### src/oscr_defs.vh
`ifndef OSCR_DEFS_VH
`define OSCR_DEFS_VH
// =====================================================================
// register map (byte addresses)
`define OSCR_ADDR_CTRL      4'h0
`define OSCR_ADDR_CTRL2     4'h4
`define OSCR_ADDR_STATUS    4'h8
`define OSCR_ADDR_CLEAR     4'hc
// =====================================================================
// oscillator_control fields
`define OSCR_IDLE_BIT       7
`define OSCR_FREQ_HI        6
`define OSCR_FREQ_LO        4
`define OSCR_TIMEOUT_BIT    3
`define OSCR_HF_STABLE_BIT  2
`define OSCR_SRC_HI         1
`define OSCR_SRC_LO         0
// oscillator_control_second fields
`define OSCR_DRIVE_BIT      2
`define OSCR_HF_LOCK_BIT    1
`define OSCR_LF_STABLE_BIT  0
// low-frequency source select lives above the eight-bit register
`define OSCR_LF_SRC_BIT     8
// interrupt enable register sits in the upper bits of the status word
`define OSCR_IRQ_EN_LO      8
// =====================================================================
// reset values and encodings
`define OSCR_FREQ_RESET     3'h3
`define OSCR_FREQ_31K       3'h0
`define OSCR_SRC_RESET      2'h0
`define OSCR_SRC_PRIMARY    2'h0
`define OSCR_SRC_SECONDARY  2'h1
`define OSCR_EVT_W          3
// =====================================================================
// axi responses
`define OSCR_RESP_OKAY      2'h0
`define OSCR_RESP_SLVERR    2'h2
`endif

### src/oscr_switch.v
`timescale 1ns/10ps
`include "oscr_defs.vh"
// =====================================================================
// source switch sequencer: old source stays until the new one is ready
module oscr_switch (
	input  wire       clk_in,
	input  wire       rst_n_in,
	input  wire [1:0] req_src_in,
	input  wire [2:0] req_freq_in,
	input  wire       req_lf_sel_in,
	input  wire [2:0] ready_in,
	output reg  [1:0] active_src_out,
	output reg  [2:0] active_freq_out,
	output reg        active_lf_sel_out,
	output wire       busy_out,
	output reg        done_out
);
	localparam ST_RUN  = 2'b01;
	localparam ST_WAIT = 2'b10;
	reg [1:0] state;
	reg       target_ready;
	wire      differs;
	assign differs = (req_src_in != active_src_out) ||
		(req_freq_in != active_freq_out) ||
		(req_lf_sel_in != active_lf_sel_out);
	assign busy_out = state[1];
	// readiness of the requested source: 0 primary, 1 secondary, 2 internal
	always @* begin
		if (req_src_in[1])
			target_ready = ready_in[2];
		else
			target_ready = ready_in[req_src_in[0]];
	end
	// hold the old selection until the new one reports ready
	always @(posedge clk_in) begin
		if (!rst_n_in) begin
			state             <= ST_RUN;
			active_src_out    <= `OSCR_SRC_RESET;
			active_freq_out   <= `OSCR_FREQ_RESET;
			active_lf_sel_out <= 1'b0;
			done_out          <= 1'b0;
		end else begin
			done_out <= 1'b0;
			case (state)
			ST_RUN: begin
				if (differs)
					state <= ST_WAIT;
			end
			ST_WAIT: begin
				if (target_ready) begin
					active_src_out    <= req_src_in;
					active_freq_out   <= req_freq_in;
					active_lf_sel_out <= req_lf_sel_in;
					done_out          <= 1'b1;
					state             <= ST_RUN;
				end
			end
			default: state <= ST_RUN;
			endcase
		end
	end
endmodule // oscr_switch

### src/oscr_regs.v
// Added by the designer: register access over AXI4-Lite and the address map.
`timescale 1ns/10ps
`include "oscr_defs.vh"
// Function
// - sleep enters idle when idle bit set, full sleep when clear; resets 0
// - three-bit select picks internal output from 16 MHz down to 31 kHz
// - at 000 the 31 kHz clock comes from the low-frequency source select
// - frequency select resets to 011, giving 1 MHz
// - timeout status reads 1 on primary clock, 0 on internal oscillator
// - timeout status reset value follows two-speed start-up configuration
// - high-frequency stable flag mirrors oscillator stability, resets 0
// - source select: 1x internal, 01 secondary, 00 primary; resets 00
// - drive bit 1 turns primary drive on, 0 off; resets 1
// - upper five bits of second register read zero
// - primary drive stays on while primary is the system clock
// - 31 kHz with source bit clear comes from low-frequency oscillator
// - switch sources only when new source is ready, old kept meanwhile
module oscr_regs (
	input  wire        clk_in,
	input  wire        rst_n_in,
	// axi4-lite slave
	input  wire [3:0]  s_axi_awaddr,
	input  wire        s_axi_awvalid,
	output wire        s_axi_awready,
	input  wire [31:0] s_axi_wdata,
	input  wire [3:0]  s_axi_wstrb,
	input  wire        s_axi_wvalid,
	output wire        s_axi_wready,
	output reg  [1:0]  s_axi_bresp,
	output reg         s_axi_bvalid,
	input  wire        s_axi_bready,
	input  wire [3:0]  s_axi_araddr,
	input  wire        s_axi_arvalid,
	output wire        s_axi_arready,
	output reg  [31:0] s_axi_rdata,
	output reg  [1:0]  s_axi_rresp,
	output reg         s_axi_rvalid,
	input  wire        s_axi_rready,
	// configuration and oscillator status
	input  wire        two_speed_startup_cfg_in,
	input  wire        primary_sw_control_cfg_in,
	input  wire        primary_ready_in,
	input  wire        secondary_ready_in,
	input  wire        hf_stable_in,
	input  wire        hf_lock_in,
	input  wire        lf_stable_in,
	input  wire        sleep_exec_in,
	// clock control outputs
	output reg  [1:0]  sys_clock_source_out,
	output reg  [2:0]  internal_freq_out,
	output reg         use_lf_internal_out,
	output reg         primary_drive_en_out,
	output reg         enter_idle_out,
	output reg         enter_sleep_out,
	output wire        irq_out
);
	// =================================================================
	// status pin synchronisers, three stages, change when 2 and 3 agree
	wire [4:0] raw_pins;
	reg  [4:0] sync1;
	reg  [4:0] sync2;
	reg  [4:0] sync3;
	reg  [4:0] pin_q;
	assign raw_pins = {lf_stable_in, hf_lock_in, hf_stable_in,
		secondary_ready_in, primary_ready_in};
	genvar gi;
	generate
		for (gi = 0; gi < 5; gi = gi + 1) begin : g_sync
			always @(posedge clk_in) begin
				if (!rst_n_in) begin
					sync1[gi] <= 1'b0;
					sync2[gi] <= 1'b0;
					sync3[gi] <= 1'b0;
					pin_q[gi] <= 1'b0;
				end else begin
					sync1[gi] <= raw_pins[gi];
					sync2[gi] <= sync1[gi];
					sync3[gi] <= sync2[gi];
					if (sync2[gi] == sync3[gi])
						pin_q[gi] <= sync3[gi];
				end
			end
		end
	endgenerate
	wire prim_rdy;
	wire sec_rdy;
	wire hf_stable;
	wire hf_locked;
	wire lf_stable;
	assign prim_rdy  = pin_q[0];
	assign sec_rdy   = pin_q[1];
	assign hf_stable = pin_q[2];
	assign hf_locked = pin_q[3];
	assign lf_stable = pin_q[4];
	// =================================================================
	// software registers
	reg       idle_on_sleep_sel;
	reg [2:0] internal_freq_sel;
	reg [1:0] sys_clock_source_sel;
	reg       primary_drive_on;
	reg       low_freq_source_sel;
	reg       startup_timeout_status;
	reg       first_cycle;
	reg [`OSCR_EVT_W-1:0] irq_status;
	reg [`OSCR_EVT_W-1:0] irq_enable;
	// =================================================================
	// axi write channel: address and data accepted separately, write done once both are held
	reg        aw_held;
	reg        w_held;
	reg [3:0]  aw_addr;
	reg [31:0] w_data;
	reg [3:0]  w_strb;
	wire       do_write;
	assign s_axi_awready = !aw_held && !s_axi_bvalid;
	assign s_axi_wready  = !w_held && !s_axi_bvalid;
	assign do_write      = aw_held && w_held && !s_axi_bvalid;
	always @(posedge clk_in) begin
		if (!rst_n_in) begin
			aw_held      <= 1'b0;
			w_held       <= 1'b0;
			aw_addr      <= 4'h0;
			w_data       <= 32'h0;
			w_strb       <= 4'h0;
			s_axi_bvalid <= 1'b0;
			s_axi_bresp  <= `OSCR_RESP_OKAY;
		end else begin
			if (s_axi_awvalid && s_axi_awready) begin
				aw_held <= 1'b1;
				aw_addr <= s_axi_awaddr;
			end
			if (s_axi_wvalid && s_axi_wready) begin
				w_held <= 1'b1;
				w_data <= s_axi_wdata;
				w_strb <= s_axi_wstrb;
			end
			if (do_write) begin
				aw_held      <= 1'b0;
				w_held       <= 1'b0;
				s_axi_bvalid <= 1'b1;
				if (aw_addr == `OSCR_ADDR_CTRL ||
				    aw_addr == `OSCR_ADDR_CTRL2 ||
				    aw_addr == `OSCR_ADDR_STATUS ||
				    aw_addr == `OSCR_ADDR_CLEAR)
					s_axi_bresp <= `OSCR_RESP_OKAY;
				else
					s_axi_bresp <= `OSCR_RESP_SLVERR;
			end else if (s_axi_bvalid && s_axi_bready)
				s_axi_bvalid <= 1'b0;
		end
	end
	wire wr_ctrl;
	wire wr_ctrl2;
	wire wr_en;
	wire wr_clr;
	wire wr_ctrl2_hi;
	assign wr_ctrl  = do_write && aw_addr == `OSCR_ADDR_CTRL && w_strb[0];
	assign wr_ctrl2 = do_write && aw_addr == `OSCR_ADDR_CTRL2 && w_strb[0];
	assign wr_en    = do_write && aw_addr == `OSCR_ADDR_STATUS && w_strb[1];
	assign wr_clr   = do_write && aw_addr == `OSCR_ADDR_CLEAR && w_strb[0];
	assign wr_ctrl2_hi = do_write && aw_addr == `OSCR_ADDR_CTRL2 && w_strb[1];
	// =================================================================
	// writable control fields; status bits have no write path
	always @(posedge clk_in) begin
		if (!rst_n_in) begin
			idle_on_sleep_sel    <= 1'b0;
			internal_freq_sel    <= `OSCR_FREQ_RESET;
			sys_clock_source_sel <= `OSCR_SRC_RESET;
			primary_drive_on     <= 1'b1;
			low_freq_source_sel  <= 1'b0;
		end else begin
			if (wr_ctrl) begin
				idle_on_sleep_sel    <= w_data[`OSCR_IDLE_BIT];
				internal_freq_sel    <=
					w_data[`OSCR_FREQ_HI:`OSCR_FREQ_LO];
				sys_clock_source_sel <=
					w_data[`OSCR_SRC_HI:`OSCR_SRC_LO];
			end
			if (wr_ctrl2)
				primary_drive_on <= w_data[`OSCR_DRIVE_BIT];
			// kept out of bits 7-3 so those read zero
			if (wr_ctrl2_hi)
				low_freq_source_sel <= w_data[`OSCR_LF_SRC_BIT];
		end
	end
	// =================================================================
	// clock switch sequencer
	wire [1:0] act_src;
	wire [2:0] act_freq;
	wire       act_lf_sel;
	wire       sw_busy;
	wire       sw_done;
	oscr_switch u_switch (
		.clk_in            (clk_in),
		.rst_n_in          (rst_n_in),
		.req_src_in        (sys_clock_source_sel),
		.req_freq_in       (internal_freq_sel),
		.req_lf_sel_in     (low_freq_source_sel),
		.ready_in          ({hf_stable | lf_stable, sec_rdy, prim_rdy}),
		.active_src_out    (act_src),
		.active_freq_out   (act_freq),
		.active_lf_sel_out (act_lf_sel),
		.busy_out          (sw_busy),
		.done_out          (sw_done)
	);
	// =================================================================
	// timeout status: reset value from two-speed start-up strap
	always @(posedge clk_in) begin
		if (!rst_n_in) begin
			first_cycle            <= 1'b1;
			startup_timeout_status <= 1'b0;
		end else begin
			first_cycle <= 1'b0;
			if (first_cycle)
				startup_timeout_status <= !two_speed_startup_cfg_in;
			else if (sw_done)
				startup_timeout_status <= !act_src[1];
		end
	end
	// =================================================================
	// clock control outputs
	always @(posedge clk_in) begin
		if (!rst_n_in) begin
			sys_clock_source_out <= `OSCR_SRC_RESET;
			internal_freq_out    <= `OSCR_FREQ_RESET;
			use_lf_internal_out  <= 1'b0;
			primary_drive_en_out <= 1'b1;
			enter_idle_out       <= 1'b0;
			enter_sleep_out      <= 1'b0;
		end else begin
			sys_clock_source_out <= act_src;
			internal_freq_out    <= act_freq;
			use_lf_internal_out  <= act_freq == `OSCR_FREQ_31K &&
				!act_lf_sel;
			primary_drive_en_out <= primary_drive_on ||
				!primary_sw_control_cfg_in ||
				act_src == `OSCR_SRC_PRIMARY;
			enter_idle_out  <= sleep_exec_in && idle_on_sleep_sel;
			enter_sleep_out <= sleep_exec_in && !idle_on_sleep_sel;
		end
	end
	// =================================================================
	// interrupts: switch done, hf lost stability, hf lost lock
	reg hf_stable_d;
	reg hf_locked_d;
	wire [`OSCR_EVT_W-1:0] events;
	assign events = {hf_locked_d & ~hf_locked,
		hf_stable_d & ~hf_stable, sw_done};
	always @(posedge clk_in) begin
		if (!rst_n_in) begin
			hf_stable_d <= 1'b0;
			hf_locked_d <= 1'b0;
			irq_status  <= {`OSCR_EVT_W{1'b0}};
			irq_enable  <= {`OSCR_EVT_W{1'b0}};
		end else begin
			hf_stable_d <= hf_stable;
			hf_locked_d <= hf_locked;
			// set wins over clear
			irq_status <= (irq_status &
				~(wr_clr ? w_data[`OSCR_EVT_W-1:0] :
				{`OSCR_EVT_W{1'b0}})) | events;
			if (wr_en)
				irq_enable <= w_data[`OSCR_IRQ_EN_LO +:
					`OSCR_EVT_W];
		end
	end
	assign irq_out = |(irq_status & irq_enable);
	// =================================================================
	// axi read channel
	assign s_axi_arready = !s_axi_rvalid;
	always @(posedge clk_in) begin
		if (!rst_n_in) begin
			s_axi_rvalid <= 1'b0;
			s_axi_rdata  <= 32'h0;
			s_axi_rresp  <= `OSCR_RESP_OKAY;
		end else if (s_axi_arvalid && s_axi_arready) begin
			s_axi_rvalid <= 1'b1;
			s_axi_rresp  <= `OSCR_RESP_OKAY;
			case (s_axi_araddr)
			`OSCR_ADDR_CTRL: s_axi_rdata <= {24'h0, idle_on_sleep_sel,
				internal_freq_sel, startup_timeout_status,
				hf_stable, sys_clock_source_sel};
			`OSCR_ADDR_CTRL2: s_axi_rdata <= {22'h0, sw_busy,
				low_freq_source_sel, 5'h0,
				primary_drive_on, hf_locked, lf_stable};
			`OSCR_ADDR_STATUS: s_axi_rdata <= {21'h0, irq_enable,
				5'h0, irq_status};
			`OSCR_ADDR_CLEAR: s_axi_rdata <= 32'h0;
			default: begin
				s_axi_rdata <= 32'h0;
				s_axi_rresp <= `OSCR_RESP_SLVERR;
			end
			endcase
		end else if (s_axi_rready)
			s_axi_rvalid <= 1'b0;
	end
endmodule // oscr_regs

### config.mk
export PLATFORM = sky130hd
export DESIGN_NAME = oscr_regs
export DESIGN_NICKNAME = d
export VERILOG_FILES = /design/src/oscr_switch.v /design/src/oscr_regs.v
export VERILOG_INCLUDE_DIRS = /design/src /design/src/src
export SDC_FILE = /design/constraint.sdc
export NUM_CORES = 1
export LEC_CHECK = 0
export BUFFER_PORTS_ARGS = -buffer_cell sky130_fd_sc_hd__buf_2
export CORE_MARGIN = 4
export CORE_UTILIZATION = 54
export DETAILED_ROUTE_END_ITERATION = 7
export HOLD_SLACK_MARGIN = 0.05
export PLACE_DENSITY = 0.9
export SYNTH_ARGS = -nofsm -noshare
export SYNTH_HDL_FRONTEND = slang
export SYNTH_SLANG_ARGS = --single-unit
### constraint.sdc
create_clock -name clk_in -period 2.2 [get_ports clk_in]
set_input_delay 0.11 -clock clk_in [delete_from_list [all_inputs] [get_ports clk_in]]
set_output_delay 0.11 -clock clk_in [all_outputs]
set_load 0.02 [all_outputs]
# --- Yosys cells after proc, flatten, opt, wreduce, memory -nomap -nowiden ---
# Cells that the tools add are included.
# Widths: inputs -> output; s select.
op_classes:
  magnitude_cmp: 1
  eq_ne: 18
  muxes: 18
  bitwise: 10
  reduce_logical: 49
op_table:
  columns: ["cell", "n"]
  rows:
  - ["$pmux 11 s3", 1]
  - ["$logic_and 1x1->1", 20]
  - ["$eq 4x4->1 const B", 4]
  - ["$mux 1", 11]
  - ["$logic_not 1->1", 9]
  - ["$eq 4x3->1 const B", 2]
  - ["$logic_not 4->1", 2]
  - ["$mux 2", 4]
  - ["$logic_or 1x1->1", 7]
  - ["$and 3x3->3", 2]
  - ["$reduce_and 2->1", 3]
  - ["$reduce_bool 2->1", 3]
  - ["$eq 1x1->1", 5]
  - ["$ne 2x1->1 const B", 2]
  - ["$pmux 2 s2", 1]
  - ["$reduce_or 4->1", 1]
  - ["$logic_not 3->1", 1]
  - ["$lt 1x3->1 const B", 1]
  - ["$mux 3", 1]
  - ["$ne 3x3->1", 1]
  - ["$not 1->1", 3]
  - ["$not 3->3", 1]
  - ["$or 3x3->3", 1]
  - ["$reduce_or 3->1", 1]
  - ["8 further kinds", 9]
totals:
  register_bits: 113

# --- Depth between registers and ports, before layout ---
logic_depth:
  word_depth: 8
  depth_mapped: 5

# --- Modules after synthesis ---
# From an unflattened synthesis, not the netlist that was laid out.
unflattened:
  hier_cells: 370
  area_unflattened_um2: 3583.4
modules_own_cells:
  columns: ["mod", "instances", "cells_each", "area_each_um2", "seq_area_each_um2"]
  rows:
  - ["oscr_regs", 1, 320, 3116.7, 1601.5]
  - ["oscr_switch", 1, 50, 466.7, 180.2]

# --- Least setup slack after synthesis ---
# Ideal clock, no wire load.
synth_timing:
  kind: "reg2reg"
  from: "reg s_axi_bvalid"
  to: "reg irq_enable[0]"
  setup_time_ps: 72
  arrival_ps: 1536
  required_time_ps: 2128
  path_slack_ps: 592
  path_stages_with_launch: 5
  n_path_buf: 1
  synth_period_minus_slack_ps: 1608
  path_cell_list: "dfxtp_1 > buf_6 > or4b_4 > nor4_4 > mux2i_1"
synth_via:
  elab_chain_len: 4
synth_rtl:
  columns: ["item", "line_no", "text"]
  rows:
  - ["start: declaration", "oscr_regs.v:30", "output reg s_axi_bvalid,"]
  - ["start signal: assignment", "oscr_regs.v:124", "s_axi_bvalid <= 1'b0;"]
  - ["start signal: assignment", "oscr_regs.v:139", "s_axi_bvalid <= 1'b1;"]
  - ["start signal: assignment", "oscr_regs.v:148", "s_axi_bvalid <= 1'b0;"]
  - ["$logic_not 1->1", "oscr_regs.v:116", "assign do_write = aw_held && w_held && !s_axi_bvalid;"]
  - ["$logic_and 1x1->1", "oscr_regs.v:116", null]
  - ["$logic_and 1x1->1 (no source line)", null, null]
  - ["$logic_and 1x1->1", "oscr_regs.v:158", "assign wr_en = do_write && aw_addr == `OSCR_ADDR_STATUS && w_strb[1];"]
  - ["end signal: assignment", "oscr_regs.v:253", "irq_enable <= {`OSCR_EVT_W{1'b0}};"]
  - ["end signal: assignment", "oscr_regs.v:262", "irq_enable <= w_data[`OSCR_IRQ_EN_LO +:"]
  - ["end: declaration", "oscr_regs.v:105", "reg [`OSCR_EVT_W-1:0] irq_enable;"]
# Every way passes these cells.
# A chain may end at the register's enable or synchronous reset.

# --- Worst setup path after layout ---
layout_timing:
  from: "reg s_axi_bvalid"
  to: "reg internal_freq_sel[1]"
layout_via:
  elab_chain_len: 4
layout_rtl:
  columns: ["item", "line_no", "text"]
  rows:
  - ["$logic_not 1->1", "oscr_regs.v:116", null]
  - ["$logic_and 1x1->1", "oscr_regs.v:116", null]
  - ["$logic_and 1x1->1 (no source line)", null, null]
  - ["$logic_and 1x1->1", "oscr_regs.v:156", "assign wr_ctrl = do_write && aw_addr == `OSCR_ADDR_CTRL && w_strb[0];"]
  - ["end signal: assignment", "oscr_regs.v:166", "internal_freq_sel <= `OSCR_FREQ_RESET;"]
  - ["end signal: assignment", "oscr_regs.v:173", "internal_freq_sel <="]
  - ["end: declaration", "oscr_regs.v:98", "reg [2:0] internal_freq_sel;"]
# Every way passes these cells.

==> reports/summary.txt <==
fin crit share = 76.5%
sequential share of the synthesized area = 51.1%
Root Driver = clkbuf_8
Leak = 1.80 nW
Yosys top cell area share = 51.1%
# setup viols final = 0
post-placement cell count = 484
core area = 0.00631 mm2
Crit. End Element = register
Final HPWL DP = 5220 um
Port Buffers = 62
drt initial violations = 254
initial antenna violation count = 0
Die Area = 0.00780 mm2
vias per std cell = 5.27
Initial Utilization = 55.2%
Synth area leader = dfxtp_1
Hold Fails Final Rpt = 0
CTS H-tree depth = 3
R2R Path End = internal_freq_sel[1]
drt total wl = 7580 um
Final Slew Violations = 0
Syn. warnings = 0
Seq cells post-synth = 89
Yosys cell types = 46
EDFF count, synth = 0
drt drc = 0
relative slew slack = 59.2%
max-cap viol count = 0
Worst R2R Path Depth = 3
n_diodes = 0
worst ir drop on vdd = 0.590 mV
Mapped Cells = 356
Area Overhead vs Synth = 21.2%
Crit Path Max Fanout = 11
Die W = 88.3 um
clk_lat worst skew = 350 ps
Max Clk Rate = 594 MHz
WP data required = 2480 ps
Synth Cell Area = 0.00348 mm2
CP Data Arrival Time = 1960 ps
syn avg cell area = 9.79 um2
clock buffer depth = 2
fin crit period = 1680 ps
CTS tree = yes
WS Path Type = register to register
die height = 88.3 um
largest net degree at the start of global routing = 32
R2R Setup Slk = 520 ps
reg2reg start = s_axi_bvalid
most frequent cells in the layout = dfxtp_1, buf_2, nor2_1
post-CTS setup buffers = 0
Num CTS Buffers = 9
fraction of layout cells with a size suffix above 1 = 19.2%
worst slew pin tran = 608 ps
# fillers = 478
clk sinks = 89
CTS clk-pin slew, worst paths = 90 ps
DR vias = 2,769
RD Place Congestion = 0.797
Antenna Violating Nets Remaining = 0
main flop type after synthesis = dfxtp_1
PD cells = 731 mW/mm2
first-pass GRT wire length = 12,400 um
Non-Filler Instances = 525
CP Launch Type = register
status = finished, final reports clean
First-pass DRT Iterations = 4
worst min-delay path category = primary input to register
Hold Crit Depth = 3
gr usage total = 20.4%
io pins = 110
Design Power = 3.09 mW
Synth area leaders = dfxtp_1, mux2i_1, buf_4
wire length per cell = 14.4 um
Worst Skew = 10.5 ps
Remaining Overflow, GRT = 0
Worst Hold End = primary_drive_en_out
vias in the first global route = 2,666
RSZ-0062 raised after global routing = false
commonest non-fill, non-tap cell in the layout = dfxtp_1
asr flop ratio synth = 0%
std cell rows = 29
Nets = 502
Post-Route Setup TNS = 0 ps
min-delay src = primary_sw_control_cfg_in
[per-stage QoR]
step	util, %	setup slack, ps	hold WS, ps	area [um2]
floorplan	-	592	214	3570
global placement	59.8	585	318	3770
detailed placement	59.8	535	320	3770
CTS	66.9	493	62.6	4220
global route	66.9	306	81.4	4220
finish	66.9	517	72.7	4220
[how the worst max path moves through the flow]
stage               slack (ps)    startpoint  cells after the start                 endpoint
global placement           590  s_axi_bvalid                      3  sys_clock_source_sel[0]
finish                     520  s_axi_bvalid                      3     internal_freq_sel[1]
CTS                        490  s_axi_bvalid                      3     internal_freq_sel[1]
floorplan                  590  s_axi_bvalid                      4            irq_enable[0]
detailed placement         530  s_axi_bvalid                      3     internal_freq_sel[1]
global route               310  s_axi_bvalid                      3     internal_freq_sel[1]
[synth_stat cells (5+ instances only)]
cell type  count
dfxtp_1       89
nor2_1        36
mux2i_1       35
nand2_1       31
buf_4         24
and2_1        17
a21oi_1       14
o21ai_0       13
inv_1         12
clkbuf_1      11
nor2b_1        9
xnor2_1        6
a32oi_1        5
[power by group]
part / leakage [nW] / switching (mW) / total (mW) / internal (mW)
sequential: 0.725 / 0.0353 / 1.69 / 1.65
clock: 0.0888 / 0.555 / 1.11 / 0.557
combinational: 0.990 / 0.163 / 0.287 / 0.124
[layout make-up]
| class | instances | area (um2) | area share [%] |
|---|---|---|---|
| inverter | 13 | 48.8 | 1.16 |
| tap | 77 | 96.3 | 2.28 |
| sequential | 89 | 1780 | 42.2 |
| timing repair buffer | 92 | 598 | 14.2 |
| clock buffer | 12 | 145 | 3.44 |
| clock inverter | 4 | 52.6 | 1.24 |
| multi-input combinational | 238 | 1500 | 35.5 |
[state kept, by name, summed over array words and instances, names as in the netlist, 3 cells and up]
| signal | flops |
|---|---|
| s_axi_rdata | 11 |
| w_data | 10 |
| sync1 | 5 |
| sync2 | 5 |
| sync3 | 5 |
| aw_addr | 4 |
| internal_freq_out | 3 |
| internal_freq_sel | 3 |
| irq_enable | 3 |
| irq_status | 3 |
| u_switch.active_freq_out | 3 |
[routing by layer]
layer	GRT usage, %	routed length, um	vias up	part of all wire (%)
met3	3.91	395	26	5.2
met2	34.9	3860	94	51
met5	0	0	-	0
met1	24.0	3090	1306	41
met4	11.5	227	0	3.0
li1	-	-	1343	-
[logic make-up after synthesis]
family / share of synthesized area (%)
AND/OR/NAND/NOR: 19.5
flip-flops: 51.1
buffers and inverters: 8.33
AO/OA/AOI/OAI: 9.37
multiplexers: 10.1
XOR/XNOR: 1.51
other: 0.108
[timing repair]
item                                    in CTS  in global routing
hold endpoints to repair                    26                  0
hold buffers                                25                  0
endpoints found under the setup margin       0                  0
resized for setup                            0                  0
[worst max-delay path, cell delays in order, from the launching register on]
cell and delay, ps:
dfxtp_1 420, nor4b_1 370, and4b_1 550, mux2i_1 270
(Power assumes the default switching activity.)
